`src/verilog/tsa_defs.vh`:
```
`ifndef TSA_DEFS_VH
`define TSA_DEFS_VH
// Analysis modes.
`define TSA_MODE_ID        2'h0
`define TSA_MODE_DI        2'h1
`define TSA_MODE_STAT      2'h2
`define TSA_MODE_SPLIT     2'h3
`define TSA_MODE_RESET     2'h1
// Switching signal selection.
`define TSA_SW_NONE        2'h0
`define TSA_SW_CROSS1      2'h1
`define TSA_SW_RESET       2'h0
// Option codes.
`define TSA_OPT_WORD       3'h0
`define TSA_OPT_ROM_DATA   3'h4
// Status codes.
`define TSA_ST_HALT        3'h0
`define TSA_ST_LOAD_TEST   3'h2
`define TSA_ST_IRET        3'h4
`define TSA_ST_TAKE_INT    3'h5
`define TSA_ST_NONSEQ      3'h6
`define TSA_ST_EXEC        3'h7
// Tag vector bit positions.
`define TSA_TAG_SUP        0
`define TSA_TAG_USER       1
`define TSA_TAG_ROM        2
`define TSA_TAG_ROM_DATA   3
`define TSA_TAG_PIPE       4
`define TSA_TAG_TRAP_REQUEST_ZERO_N      5
`define TSA_TAG_TRAP_REQUEST_ONE_N      6
`define TSA_TAG_WORD       7
`define TSA_TAG_BOTH_REQ   8
`define TSA_TAG_HALT       9
`define TSA_TAG_LOAD_TEST  10
`define TSA_TAG_IRET       11
`define TSA_TAG_TAKE_INT   12
`define TSA_TAG_NONSEQ     13
`define TSA_TAG_EXEC       14
`define TSA_TAG_WIDTH      15
// Clock cycles until status capture is in effect after a switch.
`define TSA_SWITCH_LATENCY 4'h3
// Tags that the display column can hold.
`define TSA_COLUMN_TAGS    5'h06
`endif

```
`src/verilog/tsa_trace_annotator.v`:
```
// Functional notes
// - The trigger state gets line zero; earlier lines negative, later positive.
// - Instruction request type high tags an instruction ROM access.
// - Option code 100 tags ROM read as data in data and status modes.
// - Pipelined instruction access low tags a pipelined fetch, status mode only.
// - Trap request zero low tags trap zero in D/I and status modes.
// - Trap request one low tags trap one in D/I and status modes.
// - Privilege high tags supervisor, low tags user; option 000 tags word access in D/I and status modes.
// - I/D and D/I modes tag from status lines; status mode adds status code lines and drops the request pair.
// - Split setting captures data/instruction before trigger, status after.
// - Switching selection picks the signal; cross trigger one causes the switch.
// - When enabled, the analyzer drives cross trigger one on finding the trigger.
// - The trigger is judged in the mode in force before the trigger.
// - A write to the general configuration breaks execution into the monitor.
// - Status code maps to halt, load test, iret, interrupt, non-sequential, executing.
// - Status capture takes effect several clock cycles after the switch.
`timescale 1ns/100ps
`include "tsa_defs.vh"
module tsa_trace_annotator #(
   parameter ADDR_W    = 32,
   parameter DATA_W    = 32,
   parameter LINE_W    = 16
) (
   input  wire                      clk,
   input  wire                      nrst,
   input  wire                      capture_valid,
   input  wire [ADDR_W-1:0]         bus_address,
   input  wire [DATA_W-1:0]         bus_data,
   input  wire                      trigger_match,
   input  wire                      privilege_level_line,
   input  wire                      instr_request_type,
   input  wire [2:0]                access_option_code,
   input  wire                      pipelined_instr_access_n,
   input  wire                      trap_request_zero_n,
   input  wire                      trap_request_one_n,
   input  wire                      data_request_n,
   input  wire                      instr_request_n,
   input  wire [2:0]                processor_status_code,
   input  wire                      cross_trigger_line_one_in,
   input  wire                      config_write,
   input  wire [1:0]                config_mode,
   input  wire [1:0]                config_switch_select,
   input  wire                      config_drive_cross_one,
   input  wire                      trace_restart,
   output reg                       state_valid,
   output reg  [ADDR_W-1:0]         state_address,
   output reg  [DATA_W-1:0]         state_data,
   output reg  [`TSA_TAG_WIDTH-1:0] state_tags,
   output reg                       state_tags_cut,
   output reg  [LINE_W-1:0]         state_line,
   output reg  [1:0]                state_mode,
   output reg                       trigger_found,
   output reg                       cross_trigger_line_one,
   output reg                       monitor_break_request,
   output reg  [1:0]                active_mode,
   output reg                       int_out
);
   reg  [ADDR_W-1:0]         s1_addr;
   reg  [ADDR_W-1:0]         s2_addr;
   reg  [DATA_W-1:0]         s1_data;
   reg  [DATA_W-1:0]         s2_data;
   reg  [15:0]               s1_stat;
   reg  [15:0]               s2_stat;
   reg                       s1_cross;
   reg                       s2_cross;
   reg  [1:0]                split_setting;
   reg  [1:0]                switch_select;
   reg                       drive_cross;
   reg                       switch_pending;
   reg  [3:0]                latency_count;
   reg  [LINE_W-1:0]         pre_count;
   reg  [LINE_W-1:0]         post_count;
   reg  [LINE_W-1:0]         next_line;
   wire [`TSA_TAG_WIDTH-1:0] tags;
   wire                      trig_now;
   wire                      switch_cause;

   function [4:0] tsa_count_ones;
      input [`TSA_TAG_WIDTH-1:0] v;
      integer i;
      begin
         tsa_count_ones = 5'h00;
         for (i = 0; i < `TSA_TAG_WIDTH; i = i + 1) begin
            tsa_count_ones = tsa_count_ones + {4'h0, v[i]};
         end
      end
   endfunction

   // Pins come from the emulated processor and pass two stages; address, data and
   // status lines move through the same stages so one state stays coherent.
   always @(posedge clk or negedge nrst) begin
      if (!nrst) begin
         s1_addr  <= {ADDR_W{1'b0}};
         s2_addr  <= {ADDR_W{1'b0}};
         s1_data  <= {DATA_W{1'b0}};
         s2_data  <= {DATA_W{1'b0}};
         s1_stat  <= 16'h0000;
         s2_stat  <= 16'h0000;
         s1_cross <= 1'b0;
         s2_cross <= 1'b0;
      end else begin
         s1_addr  <= bus_address;
         s2_addr  <= s1_addr;
         s1_data  <= bus_data;
         s2_data  <= s1_data;
         s1_stat  <= {capture_valid, trigger_match, privilege_level_line,
                      instr_request_type, access_option_code, pipelined_instr_access_n,
                      trap_request_zero_n, trap_request_one_n, data_request_n,
                      instr_request_n, processor_status_code, 1'b0};
         s2_stat  <= s1_stat;
         s1_cross <= cross_trigger_line_one_in;
         s2_cross <= s1_cross;
      end
   end

   tsa_tag_decode u_decode (
      .mode                     (active_mode),
      .privilege_level_line     (s2_stat[13]),
      .instr_request_type       (s2_stat[12]),
      .access_option_code       (s2_stat[11:9]),
      .pipelined_instr_access_n (s2_stat[8]),
      .trap_request_zero_n      (s2_stat[7]),
      .trap_request_one_n       (s2_stat[6]),
      .data_request_n           (s2_stat[5]),
      .instr_request_n          (s2_stat[4]),
      .processor_status_code    (s2_stat[3:1]),
      .tags                     (tags)
   );

   // The trigger comparator sees the mode in force before any switch.
   assign trig_now = s2_stat[15] && s2_stat[14] && !trigger_found;
   // An externally driven line also counts, so another analyzer may cause the switch.
   assign switch_cause = (switch_select == `TSA_SW_CROSS1) &&
                         (cross_trigger_line_one || s2_cross);

   always @* begin
      if (trig_now) begin
         next_line = {LINE_W{1'b0}};
      end else if (trigger_found) begin
         next_line = post_count + {{(LINE_W-1){1'b0}}, 1'b1};
      end else begin
         next_line = ~pre_count;
      end
   end

   always @(posedge clk or negedge nrst) begin
      if (!nrst) begin
         split_setting         <= `TSA_MODE_RESET;
         switch_select         <= `TSA_SW_RESET;
         drive_cross           <= 1'b0;
         active_mode           <= `TSA_MODE_RESET;
         monitor_break_request <= 1'b0;
      end else begin
         monitor_break_request <= config_write;
         if (config_write) begin
            split_setting <= config_mode;
            switch_select <= config_switch_select;
            drive_cross   <= config_drive_cross_one;
            active_mode   <= (config_mode == `TSA_MODE_SPLIT) ? `TSA_MODE_DI : config_mode;
         end else if (trace_restart) begin
            active_mode <= (split_setting == `TSA_MODE_SPLIT) ? `TSA_MODE_DI : split_setting;
         end else if (switch_pending && latency_count == 4'h1) begin
            active_mode <= `TSA_MODE_STAT;
         end
      end
   end

   always @(posedge clk or negedge nrst) begin
      if (!nrst) begin
         trigger_found          <= 1'b0;
         cross_trigger_line_one <= 1'b0;
         switch_pending         <= 1'b0;
         latency_count          <= 4'h0;
         pre_count              <= {LINE_W{1'b0}};
         post_count             <= {LINE_W{1'b0}};
      end else if (trace_restart || config_write) begin
         trigger_found          <= 1'b0;
         cross_trigger_line_one <= 1'b0;
         switch_pending         <= 1'b0;
         latency_count          <= 4'h0;
         pre_count              <= {LINE_W{1'b0}};
         post_count             <= {LINE_W{1'b0}};
      end else begin
         if (trig_now) begin
            trigger_found <= 1'b1;
            cross_trigger_line_one <= drive_cross;
         end
         if (split_setting == `TSA_MODE_SPLIT && switch_cause && !switch_pending &&
             active_mode != `TSA_MODE_STAT) begin
            switch_pending <= 1'b1;
            latency_count  <= `TSA_SWITCH_LATENCY;
         end else if (switch_pending && latency_count != 4'h0) begin
            latency_count <= latency_count - 4'h1;
            if (latency_count == 4'h1) begin
               switch_pending <= 1'b0;
            end
         end
         if (s2_stat[15]) begin
            if (trigger_found) begin
               post_count <= next_line;
            end else if (!trig_now) begin
               pre_count <= pre_count + {{(LINE_W-1){1'b0}}, 1'b1};
            end
         end
      end
   end

   // Pre-trigger lines are numbered from the oldest downwards, so the display
   // must renumber them once the trigger lands; stored line is the inverted running count.
   always @(posedge clk or negedge nrst) begin
      if (!nrst) begin
         state_valid    <= 1'b0;
         state_address  <= {ADDR_W{1'b0}};
         state_data     <= {DATA_W{1'b0}};
         state_tags     <= {`TSA_TAG_WIDTH{1'b0}};
         state_tags_cut <= 1'b0;
         state_line     <= {LINE_W{1'b0}};
         state_mode     <= `TSA_MODE_RESET;
      end else begin
         state_valid <= s2_stat[15];
         if (s2_stat[15]) begin
            state_address  <= s2_addr;
            state_data     <= s2_data;
            state_tags     <= tags;
            state_tags_cut <= (tsa_count_ones(tags) > `TSA_COLUMN_TAGS);
            state_line     <= next_line;
            state_mode     <= active_mode;
         end
      end
   end

   // Trigger and mode switch are the events; a level interrupt follows them.
   always @(posedge clk or negedge nrst) begin
      if (!nrst) begin
         int_out <= 1'b0;
      end else if (trace_restart || config_write) begin
         int_out <= 1'b0;
      end else if (trig_now || (switch_pending && latency_count == 4'h1)) begin
         int_out <= 1'b1;
      end
   end
endmodule

```
`src/verilog/tsa_tag_decode.v`:
```
`timescale 1ns/100ps
`include "tsa_defs.vh"
module tsa_tag_decode (
   input  wire [1:0]                mode,
   input  wire                      privilege_level_line,
   input  wire                      instr_request_type,
   input  wire [2:0]                access_option_code,
   input  wire                      pipelined_instr_access_n,
   input  wire                      trap_request_zero_n,
   input  wire                      trap_request_one_n,
   input  wire                      data_request_n,
   input  wire                      instr_request_n,
   input  wire [2:0]                processor_status_code,
   output reg  [`TSA_TAG_WIDTH-1:0] tags
);
   reg st;
   reg dm;
   always @* begin
      st = (mode == `TSA_MODE_STAT);
      dm = (mode == `TSA_MODE_DI) || st;
      tags = {`TSA_TAG_WIDTH{1'b0}};
      tags[`TSA_TAG_SUP]       = privilege_level_line;
      tags[`TSA_TAG_USER]      = ~privilege_level_line;
      tags[`TSA_TAG_ROM]       = instr_request_type;
      tags[`TSA_TAG_ROM_DATA]  = dm && (access_option_code == `TSA_OPT_ROM_DATA);
      tags[`TSA_TAG_PIPE]      = st && ~pipelined_instr_access_n;
      tags[`TSA_TAG_TRAP_REQUEST_ZERO_N]     = dm && ~trap_request_zero_n;
      tags[`TSA_TAG_TRAP_REQUEST_ONE_N]     = dm && ~trap_request_one_n;
      tags[`TSA_TAG_WORD]      = dm && (access_option_code == `TSA_OPT_WORD);
      // Status mode leaves the data and instruction request pair out of the tags.
      tags[`TSA_TAG_BOTH_REQ]  = ~st && ~data_request_n && ~instr_request_n;
      tags[`TSA_TAG_HALT]      = st && (processor_status_code == `TSA_ST_HALT);
      tags[`TSA_TAG_LOAD_TEST] = st && (processor_status_code == `TSA_ST_LOAD_TEST);
      tags[`TSA_TAG_IRET]      = st && (processor_status_code == `TSA_ST_IRET);
      tags[`TSA_TAG_TAKE_INT]  = st && (processor_status_code == `TSA_ST_TAKE_INT);
      tags[`TSA_TAG_NONSEQ]    = st && (processor_status_code == `TSA_ST_NONSEQ);
      tags[`TSA_TAG_EXEC]      = st && (processor_status_code == `TSA_ST_EXEC);
   end
endmodule

```
`config.mk`:
```
export PLATFORM = sky130hd
export DESIGN_NAME = tsa_trace_annotator
export DESIGN_NICKNAME = d
export VERILOG_FILES = /design/src/verilog/tsa_trace_annotator.v /design/src/verilog/tsa_tag_decode.v
export VERILOG_INCLUDE_DIRS = /design/src /design/src/verilog
export SDC_FILE = /design/constraint.sdc
export NUM_CORES = 1
export LEC_CHECK = 0
export ABC_CLOCK_PERIOD_IN_PS = 5300
export BUFFER_PORTS_ARGS = -buffer_cell sky130_fd_sc_hd__buf_2
export CORE_MARGIN = 2
export CORE_UTILIZATION = 42
export DETAILED_ROUTE_END_ITERATION = 8
export HOLD_SLACK_MARGIN = 0.02
export MAX_ROUTING_LAYER = met4
export REMOVE_ABC_BUFFERS = 1
export SLEW_MARGIN = 5
export SYNTH_ARGS = -nofsm -noshare
export SYNTH_HDL_FRONTEND = slang
export SYNTH_HIERARCHICAL = 1
export SYNTH_SLANG_ARGS = --single-unit
```
`constraint.sdc`:
```
create_clock -name clk -period 5.3 [get_ports clk]
set_input_delay 1.06 -clock clk [delete_from_list [all_inputs] [get_ports clk]]
set_output_delay 1.06 -clock clk [all_outputs]
set_load 0.01 [all_outputs]
```
==> impl_metrics.yaml <==
outcome:
  status: "finished clean"
setup_path:
  endpoint_kind: "flip-flop"
  crit_arrival_ns: 5.33
  path_max_fanout: 5
  crit_type: "flip-flop to flip-flop"
  r2r_end: "state_tags_cut$_DFFE_PN0P_"
  reg2reg_depth: 15
  r2r-start: "active_mode[0]$_DFFE_PN1P_"
  startpoint_type: "flip-flop"
  cp.required_ns: 5.64
  cp-startpoint: "active_mode[0]$_DFFE_PN1P_"
  regToRegSetupSlack_ns: 0.32
  cp-endpoint: "state_tags_cut$_DFFE_PN0P_"
grt:
  grt_pass1_vias: 6509
  overflow: 0
  antenna_found_initial: 5
  grt_max_degree: 129
  grt_pass1_wl_um: 33450
  grtUsageTotal_pct: 16.14
layout:
  area_growth_syn_to_layout_pct: 22.97
  multi_input_area_mm2: 0.002890
  nNetsFinal: 1049
  fin_util_pct: 52.73
  most-common-layout-cells: "dfrtp_1, buf_2, mux2_2"
  layout-drive-gt1-share_pct: 36.36
  nFillCells: 2155
  final_common_cell: "dfrtp_1"
  seqCellArea_mm2: 0.007690
die:
  num_rows: 58
  die_area_mm2: 0.02709
  pin_count: 194
  core_mm2: 0.02525
  die_h_um: 164.6
  die_width_um: 164.6
  start_util_pct: 42.89
routing:
  routed-via-count: 6367
  postRouteAntennaNets: 0
  drc_errors: 0
  wl_per_cell_um: 15.73
  wirelength_um: 20500
  vias_per_cell: 4.886
  drt_iter0_drc: 371
  firstDrtPassIters: 4
synthesis:
  synthTopCellsByArea: "dfrtp_1, mux2_2, a21oi_1"
  synth_edf_count: 0
  ys_seq_elements: 307
  ys_seq_area_share_pct: 70.97
  synth_top_cell_by_area: "dfrtp_1"
  synth.avg_cell_area_um2: 14.58
  ys_types: 53
  synthesis.area_mm2: 0.01083
  synthArstFlopShare_pct: 100.0
  synth_cells: 743
  yosysWarnings: 6
  ys.flop_type: "dfrtp_1"
  synth_top_area_share_pct: 70.24
clock_tree:
  clockBufferDepth: 3
  cts_setup_buffers: 0
  cts_sinks: 307
  clockRootBuffer: "clkbuf_16"
  holdBufCountCts: 0
  cts_resized: 0
  cts.clk_slew.worst_paths_ns: 0.06
  cts_tree: "built"
  ctsHtreeMaxLevel: 2
  clk-insertion-delay-late_ns: 0.52
  cts_buffers: 34
sta:
  max_slew_margin_pct: 29.41
  maxSlewViolCount: 0
  setup-tns-final_ns: 0
  finalSetupViolCount: 0
  final.setup_skew_ns: 0.01593
  period_minus_slack_ns: 4.985
  worst_slew_pin_slew_ns: 1.059
  hold_viol_final: 0
  finalCritPeriodShare_pct: 94.05
  timing.fmax_mhz: 200.6
  rsz0062_at_grt: "false"
placed_design:
  io_buffers: 193
  dp_hpwl_um: 13300
  place.gp.congestion: 0.7596
flow_run:
  maxCapViolations: 0
power:
  ir_worst_vdd_v: 0.0002994
  power_density_mw_per_mm2: 400.2
  p_leak_nw: 6.041
  power_mw: 5.330
min_path:
  min_path_type: "flip-flop to flip-flop"
[where the power goes]
group	internal, mW	total [mW]	switching [mW]
logic	0.182	0.403	0.221
registers	2.49	2.56	0.0677
clock network	1.43	2.37	0.941
total	4.10	5.33	1.23
[worst min path at each step]
stage	startpoint	to	slack, ns	cells after the start
finish	s1_addr[28]$_DFF_PN0_	s2_addr[28]$_DFF_PN0_	0.34	0
global route	s1_addr[28]$_DFF_PN0_	s2_addr[28]$_DFF_PN0_	0.35	0
CTS	s1_addr[28]$_DFF_PN0_	s2_addr[28]$_DFF_PN0_	0.34	0
detailed placement	s1_addr[14]$_DFF_PN0_	s2_addr[14]$_DFF_PN0_	0.33	0
global placement	s1_addr[25]$_DFF_PN0_	s2_addr[25]$_DFF_PN0_	0.33	0
floorplan	s1_addr[0]$_DFF_PN0_	s2_addr[0]$_DFF_PN0_	0.33	0
[sequential cells by signal, summed over array words and instances, names as in the netlist, 2 cells and up]
signal / cells
state_line: 16
active_mode: 2
post_count: 16
pre_count: 16
s2_addr: 32
split_setting: 2
latency_count: 4
s1_stat: 15
state_address: 32
s2_data: 32
state_tags: 15
s2_stat: 15
state_mode: 2
s1_addr: 32
switch_select: 2
s1_data: 32
state_data: 32
[cell usage after synthesis (2+ instances only)]
| library cell | count |
|---|---|
| a2111oi_0 | 2 |
| nor4_1 | 8 |
| mux2i_1 | 4 |
| nor3b_1 | 2 |
| o211ai_1 | 3 |
| dfrtp_1 | 304 |
| and4b_1 | 2 |
| or4_1 | 6 |
| o21ai_0 | 21 |
| dfstp_2 | 3 |
| a21oi_1 | 40 |
| nand4_1 | 9 |
| xor2_1 | 12 |
| o21a_1 | 3 |
| nand2_1 | 22 |
| nand2b_1 | 3 |
| a211oi_1 | 3 |
| nand3b_1 | 2 |
| clkbuf_1 | 23 |
| or2_2 | 2 |
| nor3_1 | 10 |
| buf_4 | 3 |
| fa_1 | 10 |
| or3_1 | 12 |
| o31a_1 | 2 |
| mux2_2 | 87 |
| buf_1 | 5 |
| inv_1 | 31 |
| buf_2 | 2 |
| o31ai_1 | 5 |
| and4bb_2 | 2 |
| nand3_1 | 11 |
| o2111ai_1 | 2 |
| xnor2_1 | 16 |
| and3_1 | 3 |
| o221ai_1 | 2 |
| and4_1 | 3 |
| nor2_1 | 41 |
| ha_1 | 7 |
| nor2b_1 | 2 |
[worst max-delay path: stages (launching register included)]
cell and delay, ns:
dfstp_2 0.56, inv_1 0.05, ha_1 0.36, nor4_1 0.50, fa_1 0.50, inv_1 0.08
fa_1 0.43, fa_1 0.48, fa_1 0.49, inv_1 0.05, fa_1 0.40, fa_1 0.45
nand2_1 0.09, o21ai_0 0.08, a211oi_1 0.23, a21oi_1 0.09
[final cells by class]
class / count / area share [%]
flip-flops and latches: 307 / 57.74
multi-input cells: 372 / 21.70
repair buffers: 197 / 7.741
clock buffers: 48 / 7.460
well taps: 330 / 3.100
clock inverters: 13 / 1.287
inverters: 31 / 0.8737
diodes: 5 / 0.09395
[logic make-up after synthesis]
kind of cell	count (synthesis)	synth area share, %
flops	307	70.97
compound gates	91	5.153
simple gates	145	7.197
xor+xnor	28	2.264
fa+ha+maj	17	2.657
mux	91	9.415
buf+inv	64	2.345
[through the flow]
| step | instance area, µm² | setup slack, ns | hold WS [ns] | instances |
|---|---|---|---|---|
| after floorplan | 10690 | 0.4801 | 0.3312 | 710 |
| after global placement | 12140 | 0.3887 | 0.3312 | 1237 |
| after detailed placement | 12140 | 0.2985 | 0.3347 | 1237 |
| after CTS | 13310 | 0.2806 | 0.3364 | 1298 |
| after global routing | 13320 | 0.04818 | 0.3499 | 1303 |
| final | 13320 | 0.3151 | 0.3383 | 1303 |
[routing by layer]
layer  vias up  track usage, %  wire length, µm  share of wire (%)
met5         -               -                0                  0
met4         0           4.783              386                1.9
met3        37           6.228             1826                8.9
met2       169           23.75             9228                 45
met1      3180           20.90             9053                 44
li1       2981               -                -                  -
No activity file was read; power rests on OpenSTA's default activity.
